===== config.mk =====
export PLATFORM = sky130hd
export DESIGN_NAME = icsr_regs
export DESIGN_NICKNAME = d
export VERILOG_FILES = /design/src/rtl/icsr_pkg.sv /design/src/rtl/icsr_regs.sv
export SDC_FILE = /design/constraint.sdc
export NUM_CORES = 1
export LEC_CHECK = 0
export BUFFER_PORTS_ARGS = -buffer_cell sky130_fd_sc_hd__buf_4
export CORE_ASPECT_RATIO = 0.7
export CORE_UTILIZATION = 58
export CTS_CLUSTER_DIAMETER = 150
export DETAILED_ROUTE_END_ITERATION = 6
export PLACE_DENSITY_LB_ADDON = 0.15
export SLEW_MARGIN = 25
export SYNTH_ARGS = -nofsm -noshare
export SYNTH_HDL_FRONTEND = slang
export SYNTH_SLANG_ARGS = --single-unit

===== constraint.sdc =====
create_clock -name clk_i -period 23.7 [get_ports clk_i]
set_input_delay 5.925 -clock clk_i [delete_from_list [all_inputs] [get_ports clk_i]]
set_output_delay 5.925 -clock clk_i [all_outputs]
set_load 0.02 [all_outputs]

===== src/rtl/icsr_pkg.sv =====
package icsr_pkg;

  // ==========================================================
  // bus geometry
  localparam int ADDR_W = 12;
  localparam int DATA_W = 32;
  localparam int NSRC = 32;

  // ==========================================================
  // register byte offsets
  localparam logic [ADDR_W-1:0] OFF_NORMAL_VECTOR = 12'h100;
  localparam logic [ADDR_W-1:0] OFF_FAST_VECTOR = 12'h104;
  localparam logic [ADDR_W-1:0] OFF_PENDING = 12'h10c;
  localparam logic [ADDR_W-1:0] OFF_MASK = 12'h110;
  localparam logic [ADDR_W-1:0] OFF_CORE_STATUS = 12'h114;
  localparam logic [ADDR_W-1:0] OFF_ENABLE_CMD = 12'h120;
  localparam logic [ADDR_W-1:0] OFF_DISABLE_CMD = 12'h124;
  localparam logic [ADDR_W-1:0] OFF_CLEAR_CMD = 12'h128;
  localparam logic [ADDR_W-1:0] OFF_SET_CMD = 12'h12c;
  localparam logic [ADDR_W-1:0] OFF_END_OF_SERVICE = 12'h130;
  localparam logic [ADDR_W-1:0] OFF_SPURIOUS = 12'h134;
  localparam logic [ADDR_W-1:0] OFF_DEBUG_CTRL = 12'h138;
  localparam logic [ADDR_W-1:0] OFF_FF_ENABLE = 12'h140;
  localparam logic [ADDR_W-1:0] OFF_FF_DISABLE = 12'h144;
  localparam logic [ADDR_W-1:0] OFF_FF_STATUS = 12'h148;
  localparam logic [ADDR_W-1:0] OFF_EVT_STATUS = 12'h150;
  localparam logic [ADDR_W-1:0] OFF_EVT_CLEAR = 12'h154;
  localparam logic [ADDR_W-1:0] OFF_EVT_ENABLE = 12'h158;

  // ==========================================================
  // field positions and reset values
  localparam int BIT_FAST_SRC = 0;
  localparam int BIT_FAST_LINE = 0;
  localparam int BIT_NORMAL_LINE = 1;
  localparam int BIT_PROTECT = 0;
  localparam int BIT_GLOBAL_MASK = 1;
  localparam int BIT_EVT_EOS = 0;
  localparam int BIT_EVT_SPURIOUS = 1;
  localparam int NEVT = 2;
  localparam logic [NSRC-1:0] FF_VALID_BITS = 32'hffff_fffe;
  localparam logic [DATA_W-1:0] RST_WORD = 32'h0000_0000;
  localparam logic [1:0] RST_DEBUG = 2'h0;
  localparam logic [1:0] INIT_CAPTURE = 2'h2;

  // ==========================================================
  // bus responses
  localparam logic [1:0] RESP_OKAY = 2'h0;
  localparam logic [1:0] RESP_SLVERR = 2'h2;

  // ==========================================================
  // carriers
  typedef struct packed {
    logic [ADDR_W-1:0] awaddr;
    logic awvalid;
    logic [DATA_W-1:0] wdata;
    logic [3:0] wstrb;
    logic wvalid;
    logic bready;
    logic [ADDR_W-1:0] araddr;
    logic arvalid;
    logic rready;
  } icsr_axi_req_t;

  typedef struct packed {
    logic awready;
    logic wready;
    logic [1:0] bresp;
    logic bvalid;
    logic arready;
    logic [DATA_W-1:0] rdata;
    logic [1:0] rresp;
    logic rvalid;
  } icsr_axi_rsp_t;

  typedef struct packed {
    logic aw_have;
    logic [ADDR_W-1:0] aw_addr;
    logic w_have;
    logic [DATA_W-1:0] w_data;
    logic [3:0] w_strb;
    logic bvalid;
    logic [1:0] bresp;
    logic rvalid;
    logic [DATA_W-1:0] rdata;
    logic [1:0] rresp;
    logic [NSRC-1:0] pending;
    logic [NSRC-1:0] mask;
    logic [NSRC-1:0] ffs;
    logic [DATA_W-1:0] spu;
    logic [1:0] debug;
    logic fast_line;
    logic normal_line;
    logic eos;
    logic [NEVT-1:0] evt_stat;
    logic [NEVT-1:0] evt_en;
    logic [1:0] init_cnt;
    logic [NSRC-1:0] ext_s1;
    logic [NSRC-1:0] ext_s2;
  } icsr_state_t;

endpackage


===== src/rtl/icsr_regs.sv =====
`timescale 1ns/10ps

// Contract
// - pending readback shows one bit per source, 1 while that source is pending.
// - mask readback shows one bit per source, 1 while enabled, same layout.
// - core status bit 0 shows fast line active, bit 1 normal line active.
// - enable command sets mask bits written as 1, others unchanged.
// - disable command clears mask bits written as 1, others unchanged.
// - clear command clears pending bits written as 1, zeros have no effect.
// - set command sets pending bits written as 1, zeros have no effect.
// - any write to end-of-service location signals end of service, data ignored.
// - hold 32-bit spurious address; return it on spurious normal or fast vector read.
// - debug control bit 0 is a read/write protect mode bit.
// - global mask bit 1 of debug control forces both core lines inactive.
// - fast forcing enable sets bits 1 to 31 written as 1; bit 0 unused.
// - fast forcing disable clears bits written as 1, zeros unchanged.
// - fast forcing status reads 1 per source where forcing is enabled.
// - normal vector readback returns spurious address when no interrupt is current.
// - internal sources reset not pending; external pending takes its input level once, three cycles after reset.
module icsr_regs #(
  parameter logic [31:0] EXT_SRC_MASK = 32'h0000_0001  // which sources come from pins
) (
  input wire logic clk_i,  // system clock, 200 MHz
  input wire logic rst_i,  // async reset, active high
  input wire icsr_pkg::icsr_axi_req_t axi_req_i,  // axi4-lite requests from master
  output icsr_pkg::icsr_axi_rsp_t axi_rsp_o,  // axi4-lite responses to master
  input wire logic [31:0] src_set_i,  // pulses from source-type logic, set pending
  input wire logic [31:0] src_ack_clr_i,  // pulses from vector logic, clear pending
  input wire logic [31:0] ext_level_i,  // raw external source levels (pins)
  input wire logic normal_req_i,  // arbitration wants the normal line
  input wire logic cur_valid_i,  // a normal interrupt is current
  input wire logic [31:0] cur_vector_i,  // vector of the current normal interrupt
  input wire logic [31:0] fast_vector_i,  // vector programmed for the fast source
  output logic [31:0] pending_o,  // pending bits to arbitration
  output logic [31:0] mask_o,  // enable bits to arbitration
  output logic [31:0] fast_forcing_o,  // fast forcing bits to arbitration
  output logic end_of_service_o,  // one-cycle end-of-service pulse
  output logic protect_mode_o,  // protect mode level
  output logic core_fast_request_line_n_o,  // fast request to core, active low
  output logic core_normal_request_line_n_o,  // normal request to core, active low
  output logic irq_o  // level interrupt from enabled event bits
);

  // ==========================================================
  // helpers

  // expand byte strobes to a bit mask
  function automatic logic [31:0] strb_mask(input logic [3:0] strb);
    logic [31:0] m;
    m = '0;
    for (int i = 0; i < 4; i++) begin
      m[i*8 +: 8] = {8{strb[i]}};
    end
    return m;
  endfunction

  // register select on word address
  function automatic logic hit(input logic [icsr_pkg::ADDR_W-1:0] a, input logic [icsr_pkg::ADDR_W-1:0] off);
    return a[icsr_pkg::ADDR_W-1:2] == off[icsr_pkg::ADDR_W-1:2];
  endfunction

  // ==========================================================
  // state

  icsr_pkg::icsr_state_t st;
  icsr_pkg::icsr_state_t next_st;
  logic aw_take;
  logic w_take;
  logic ar_take;
  logic wr_exec;
  logic [31:0] wd;
  logic [icsr_pkg::ADDR_W-1:0] wa;
  logic [31:0] set_cmd;
  logic [31:0] clr_cmd;
  logic fast_active;
  logic [icsr_pkg::NEVT-1:0] evt_set;
  logic [icsr_pkg::NEVT-1:0] evt_clr;
  logic [31:0] rd_word;
  logic rd_ok;

  // handshakes: one write and one read at most in flight
  assign aw_take = axi_req_i.awvalid && !st.aw_have && !st.bvalid;
  assign w_take = axi_req_i.wvalid && !st.w_have && !st.bvalid;
  assign ar_take = axi_req_i.arvalid && !st.rvalid;
  assign wr_exec = st.aw_have && st.w_have;
  assign wa = st.aw_addr;
  assign wd = st.w_data & strb_mask(st.w_strb);  // lanes without strobe act as zero

  // fast line: fast source itself, or any forced source that is pending and enabled
  assign fast_active = |(st.pending & st.mask & (st.ffs | 32'h0000_0001));

  // ==========================================================
  // read mux
  always_comb begin
    rd_word = icsr_pkg::RST_WORD;
    rd_ok = 1'b1;
    if (hit(axi_req_i.araddr, icsr_pkg::OFF_PENDING)) begin
      rd_word = st.pending;
    end else if (hit(axi_req_i.araddr, icsr_pkg::OFF_MASK)) begin
      rd_word = st.mask;
    end else if (hit(axi_req_i.araddr, icsr_pkg::OFF_CORE_STATUS)) begin
      rd_word[icsr_pkg::BIT_FAST_LINE] = st.fast_line;
      rd_word[icsr_pkg::BIT_NORMAL_LINE] = st.normal_line;
    end else if (hit(axi_req_i.araddr, icsr_pkg::OFF_NORMAL_VECTOR)) begin
      rd_word = cur_valid_i ? cur_vector_i : st.spu;
    end else if (hit(axi_req_i.araddr, icsr_pkg::OFF_FAST_VECTOR)) begin
      rd_word = fast_active ? fast_vector_i : st.spu;
    end else if (hit(axi_req_i.araddr, icsr_pkg::OFF_SPURIOUS)) begin
      rd_word = st.spu;
    end else if (hit(axi_req_i.araddr, icsr_pkg::OFF_DEBUG_CTRL)) begin
      rd_word[1:0] = st.debug;
    end else if (hit(axi_req_i.araddr, icsr_pkg::OFF_FF_STATUS)) begin
      rd_word = st.ffs;
    end else if (hit(axi_req_i.araddr, icsr_pkg::OFF_EVT_STATUS)) begin
      rd_word[icsr_pkg::NEVT-1:0] = st.evt_stat;
    end else if (hit(axi_req_i.araddr, icsr_pkg::OFF_EVT_ENABLE)) begin
      rd_word[icsr_pkg::NEVT-1:0] = st.evt_en;
    end else if (hit(axi_req_i.araddr, icsr_pkg::OFF_ENABLE_CMD) ||
                 hit(axi_req_i.araddr, icsr_pkg::OFF_DISABLE_CMD) ||
                 hit(axi_req_i.araddr, icsr_pkg::OFF_CLEAR_CMD) ||
                 hit(axi_req_i.araddr, icsr_pkg::OFF_SET_CMD) ||
                 hit(axi_req_i.araddr, icsr_pkg::OFF_END_OF_SERVICE) ||
                 hit(axi_req_i.araddr, icsr_pkg::OFF_FF_ENABLE) ||
                 hit(axi_req_i.araddr, icsr_pkg::OFF_FF_DISABLE) ||
                 hit(axi_req_i.araddr, icsr_pkg::OFF_EVT_CLEAR)) begin
      rd_word = icsr_pkg::RST_WORD;  // write-only words read as zero
    end else begin
      rd_ok = 1'b0;
    end
  end

  // ==========================================================
  // next-state logic
  always_comb begin
    next_st = st;
    set_cmd = '0;
    clr_cmd = '0;
    evt_set = '0;
    evt_clr = '0;
    next_st.eos = 1'b0;

    // external level synchroniser; first stage feeds only the second
    next_st.ext_s1 = ext_level_i;
    next_st.ext_s2 = st.ext_s1;
    if (st.init_cnt != 2'h3) begin
      next_st.init_cnt = st.init_cnt + 2'h1;
    end

    // write address and data are taken independently
    if (aw_take) begin
      next_st.aw_have = 1'b1;
      next_st.aw_addr = axi_req_i.awaddr;
    end
    if (w_take) begin
      next_st.w_have = 1'b1;
      next_st.w_data = axi_req_i.wdata;
      next_st.w_strb = axi_req_i.wstrb;
    end
    if (st.bvalid && axi_req_i.bready) begin
      next_st.bvalid = 1'b0;
    end

    // execute a write once both halves are held; all bits act in one cycle
    if (wr_exec) begin
      next_st.aw_have = 1'b0;
      next_st.w_have = 1'b0;
      next_st.bvalid = 1'b1;
      next_st.bresp = icsr_pkg::RESP_OKAY;
      if (hit(wa, icsr_pkg::OFF_ENABLE_CMD)) begin
        next_st.mask = st.mask | wd;
      end else if (hit(wa, icsr_pkg::OFF_DISABLE_CMD)) begin
        next_st.mask = st.mask & ~wd;
      end else if (hit(wa, icsr_pkg::OFF_CLEAR_CMD)) begin
        clr_cmd = wd;
      end else if (hit(wa, icsr_pkg::OFF_SET_CMD)) begin
        set_cmd = wd;
      end else if (hit(wa, icsr_pkg::OFF_END_OF_SERVICE)) begin
        next_st.eos = 1'b1;
        evt_set[icsr_pkg::BIT_EVT_EOS] = 1'b1;
      end else if (hit(wa, icsr_pkg::OFF_SPURIOUS)) begin
        next_st.spu = (st.spu & ~strb_mask(st.w_strb)) | wd;
      end else if (hit(wa, icsr_pkg::OFF_DEBUG_CTRL)) begin
        if (st.w_strb[0]) begin
          next_st.debug = st.w_data[1:0];
        end
      end else if (hit(wa, icsr_pkg::OFF_FF_ENABLE)) begin
        next_st.ffs = st.ffs | (wd & icsr_pkg::FF_VALID_BITS);
      end else if (hit(wa, icsr_pkg::OFF_FF_DISABLE)) begin
        next_st.ffs = st.ffs & ~(wd & icsr_pkg::FF_VALID_BITS);
      end else if (hit(wa, icsr_pkg::OFF_EVT_CLEAR)) begin
        evt_clr = wd[icsr_pkg::NEVT-1:0];
      end else if (hit(wa, icsr_pkg::OFF_EVT_ENABLE)) begin
        next_st.evt_en = wd[icsr_pkg::NEVT-1:0];
      end else if (hit(wa, icsr_pkg::OFF_PENDING) || hit(wa, icsr_pkg::OFF_MASK) ||
                   hit(wa, icsr_pkg::OFF_CORE_STATUS) || hit(wa, icsr_pkg::OFF_NORMAL_VECTOR) ||
                   hit(wa, icsr_pkg::OFF_FAST_VECTOR) || hit(wa, icsr_pkg::OFF_FF_STATUS) ||
                   hit(wa, icsr_pkg::OFF_EVT_STATUS)) begin
        next_st.bresp = icsr_pkg::RESP_OKAY;  // read-only words ignore writes
      end else begin
        next_st.bresp = icsr_pkg::RESP_SLVERR;
      end
    end

    // read: answer one cycle after the address is taken
    if (st.rvalid && axi_req_i.rready) begin
      next_st.rvalid = 1'b0;
    end
    if (ar_take) begin
      next_st.rvalid = 1'b1;
      next_st.rdata = rd_word;
      next_st.rresp = rd_ok ? icsr_pkg::RESP_OKAY : icsr_pkg::RESP_SLVERR;
      // a vector read that finds nothing to serve counts as spurious
      if ((hit(axi_req_i.araddr, icsr_pkg::OFF_NORMAL_VECTOR) && !cur_valid_i) ||
          (hit(axi_req_i.araddr, icsr_pkg::OFF_FAST_VECTOR) && !fast_active)) begin
        evt_set[icsr_pkg::BIT_EVT_SPURIOUS] = 1'b1;
      end
    end

    // pending: a set arriving with a clear wins, so no event is lost
    next_st.pending = (st.pending & ~(clr_cmd | src_ack_clr_i)) | set_cmd | src_set_i;
    if (st.init_cnt == icsr_pkg::INIT_CAPTURE) begin
      next_st.pending = next_st.pending | (st.ext_s2 & EXT_SRC_MASK);
    end

    // sticky event bits, set beats clear
    next_st.evt_stat = (st.evt_stat & ~evt_clr) | evt_set;

    // core lines, registered so status and pins agree
    next_st.fast_line = fast_active && !st.debug[icsr_pkg::BIT_GLOBAL_MASK];
    next_st.normal_line = normal_req_i && !st.debug[icsr_pkg::BIT_GLOBAL_MASK];
  end

  // ==========================================================
  // state register; reset loads constants only
  always_ff @(posedge clk_i or posedge rst_i) begin
    if (rst_i) begin
      st <= '0;
      st.spu <= icsr_pkg::RST_WORD;
      st.debug <= icsr_pkg::RST_DEBUG;
      st.pending <= icsr_pkg::RST_WORD;
    end else begin
      st <= next_st;
    end
  end

  // ==========================================================
  // outputs
  assign axi_rsp_o.awready = !st.aw_have && !st.bvalid;
  assign axi_rsp_o.wready = !st.w_have && !st.bvalid;
  assign axi_rsp_o.bvalid = st.bvalid;
  assign axi_rsp_o.bresp = st.bresp;
  assign axi_rsp_o.arready = !st.rvalid;
  assign axi_rsp_o.rvalid = st.rvalid;
  assign axi_rsp_o.rdata = st.rdata;
  assign axi_rsp_o.rresp = st.rresp;
  assign pending_o = st.pending;
  assign mask_o = st.mask;
  assign fast_forcing_o = st.ffs;
  assign end_of_service_o = st.eos;
  assign protect_mode_o = st.debug[icsr_pkg::BIT_PROTECT];
  assign core_fast_request_line_n_o = !st.fast_line;
  assign core_normal_request_line_n_o = !st.normal_line;
  assign irq_o = |(st.evt_stat & st.evt_en);

endmodule


==> out/summary.txt <==
flop2flop setup slack = 20.85 ns
largest net degree at the start of global routing = 147
hold_ws = 0.349 ns
yosys synthesis warning count = 0
global-route wire length before repair = 68900 µm
Die X = 184 µm
combinational family with the most area after synthesis = compound AO/OA/AOI/OAI gates
CTS tree = built
max_slew headroom = 30.3%
setup bufs post-CTS = 0
die height = 129 µm
# DRC = 0
Seq pwr share = 46.4%
CP delay by family, top = simple AND/OR/NAND/NOR gates
GPL Wtd Cong = 1.02
share of cells above drive strength 1 = 35.9%
Clock Tree Buf Depth = 3
CP endpoint = axi_rsp_o[9]$_DFFE_PP0P_
WL final = 47600 µm
power per cell area = 73.6 mW/mm²
gr usage total = 39.0%
post-synthesis cell count = 1341
R2R Path Start = wa[7]$_DFFE_PP0P_
Psw = 0.000395 W
Required @ worst endpoint = 24.12 ns
Yosys cell types = 68
status = finished, final reports clean
Worst-Skew Late Latency = 0.54 ns
final hold vios = 0
area leader, netlist = dfrtp_1
crit path launch = axi_req_i[11]
CP Launch Type = primary input
drt wl/cell = 26.5 µm
clock sink total = 224
worst path buffer plus inverter count = 1
Worst setup EP type = flip-flop
Inst Count DP = 1753
htree depth = 1
critical path type = in -> reg
Pre-Repair DR Iteration Count = 6
Post-synth EDFFs = 0
Power Total = 0.00115 W
Critical Path, Cell by Cell = buf_4 > nor3b_1 > nand2_1 > nor2_1 > a211oi_1 > a211o_1
synth-to-layout area growth = 17.0%
Critical Path AT = 8.99 ns
Comb power frac = 20.9%
CP peak stage delay = 1.03 ns
num rows = 46
clk_skew = 0.0130 ns
measured slew at the worst slew-check pin = 1.04 ns
Min Clock Period, post-route = 8.57 ns
VDD IR-drop max = 0.0000738 V
PortBufs = 332
Internal = 0.000759 W
Initial Utilization = 59.2%
worst-path fanout max = 22
maximum achievable frequency = 0.117 GHz
HPWL Detailed = 34300 µm
I/O Pins = 371
Max Slew Vio Count = 0
switching share of power = 34.2%
GRT overflow = 0
CTS Root Cell = clkbuf_16
leakage = 7.10 nW
multiplexer share of the synthesized area = 13.5%
top cells by count, synth = dfrtp_1 (224), buf_4 (137), mux2_2 (135), nand2_1 (95), clkbuf_1 (75)
adder-cell share of the synthesized area = 0.187%
final antenna-violating net count = 0
Post-Syn Area = 0.0134 mm²
Post-Synth Simple-Gate Area = 9.86%
RSZ-0062 raised after global routing = false
critical-path cell with the highest stage delay = nor2_1
hold_buf cts = 0
Synth Area in Compound Gates = 22.1%
ys async rst share = 100%
diode count = 0
main flop type after synthesis = dfrtp_1
leading post-synthesis cells by cell area = dfrtp_1 (42%), mux2_2 (11%), buf_4 (7.7%), nand2_1 (2.7%), a22oi_1 (2.6%)
CTS resizes = 0
Num CTS Buffers = 24
setup TNS = 0 ns
Setup-failing EPs final = 0
antenna violations before repair = 0
count leader, synth = dfrtp_1
Synth Area per Inst = 9.98 µm²
via count = 12100
flops & latches, synth = 224
Finished Layout Cells = 1795
synthesized-area fraction occupied by xor and xnor cells = 0.0654%
post-synth top area share = 41.9%
Hold Path Class = reg -> reg
FILL cells = 1759
WP depth = 6
Core Footprint = 0.0226 mm²
vias in the first global route = 10900
Max-cap violations = 0
DRT iter0 DRCs = 1735
post-synthesis sequential area ratio = 41.9%
Nets = 1698
Reg2Reg Depth = 6
die area = 0.0237 mm²
Via density = 6.73
period utilization = 36.2%
clock power share = 32.7%
CTS clk-pin slew, worst paths = 0.06 ns
## final cells by class
type	count	area, µm²	area share [%]
repair buffers	340	2560	16.3
well taps	312	390	2.49
clock inverters	7	91.3	0.583
clock buffers	35	692	4.42
flip-flops and latches	224	5610	35.8
inverters	42	170	1.09
multi-input cells	835	6160	39.3
## stage by stage
stage	setup WS [ns]	util [%]	cell area, µm²
floorplan	11.64	-	13400
global placement	14.47	65.7	14900
detailed placement	14.65	65.7	14900
CTS	15.21	69.2	15700
global route	15.00	69.3	15700
finish	15.13	69.3	15700
## routing by layer
metal	part of all wire, %	global-route usage (%)
met1	44	60.4
met3	15	15.2
met5	0	0
met4	1.8	7.60
met2	40	50.5
## worst min-delay path by stage
stage | start | endpoint | slack, ns | cells past startpoint
CTS | next_st[0]$_DFF_PP0_ | st[0]$_DFF_PP0_ | 0.35 | 0
detailed placement | next_st[0]$_DFF_PP0_ | st[0]$_DFF_PP0_ | 0.34 | 0
global placement | next_st[0]$_DFF_PP0_ | st[0]$_DFF_PP0_ | 0.34 | 0
global route | next_st[0]$_DFF_PP0_ | st[0]$_DFF_PP0_ | 0.35 | 0
floorplan | next_st[0]$_DFF_PP0_ | st[0]$_DFF_PP0_ | 0.33 | 0
finish | next_st[0]$_DFF_PP0_ | st[0]$_DFF_PP0_ | 0.35 | 0
## power by group through the flow
stage	clock (W)	combinational [W]	sequential, W
after global routing	0.000396	0.000257	0.000541
after global placement	0	0.000231	0.000530
final	0.000377	0.000241	0.000536
after CTS	0.000379	0.000239	0.000528
after floorplan	0	0.000185	0.000485
after detailed placement	0	0.000237	0.000535
## cell families (layout without fill, tap and decap cells)
logic type | after synthesis | after routing
buffers and inverters | 284 | 424
adders and majority gates | 2 | 2
and+or+nand+nor | 257 | 257
other | 1 | 3
DFF | 224 | 224
xor gates and xnor gates | 1 | 1
AOI/OAI and AO/OA | 409 | 409
muxes | 163 | 163
## layout by cell type, fill, tap and decap left out, drive strengths merged, types with 3 or more instances in the layout
| cell type | n |
|---|---|
| buf | 340 |
| dfrtp | 224 |
| mux2 | 138 |
| nand2 | 99 |
| o21ai | 66 |
| a22oi | 46 |
| o31ai | 44 |
| inv | 42 |
| nand3 | 37 |
| a21oi | 35 |
| clkbuf | 35 |
| o22ai | 31 |
| a311o | 31 |
| nor2 | 30 |
| a311oi | 30 |
| a2bb2oi | 26 |
| a211oi | 26 |
| mux2i | 25 |
| a31oi | 20 |
| nor2b | 19 |
| o221ai | 14 |
| a211o | 14 |
| and3 | 12 |
| nor3 | 10 |
| nand4 | 9 |
| and2 | 9 |
| a221oi | 6 |
| nand2b | 6 |
| nor4 | 5 |
| clkinv | 5 |
| o21a | 4 |
| nor4b | 4 |
| a2111oi | 3 |
| conb | 3 |
| nor3b | 3 |
(Power assumes the default switching activity.)
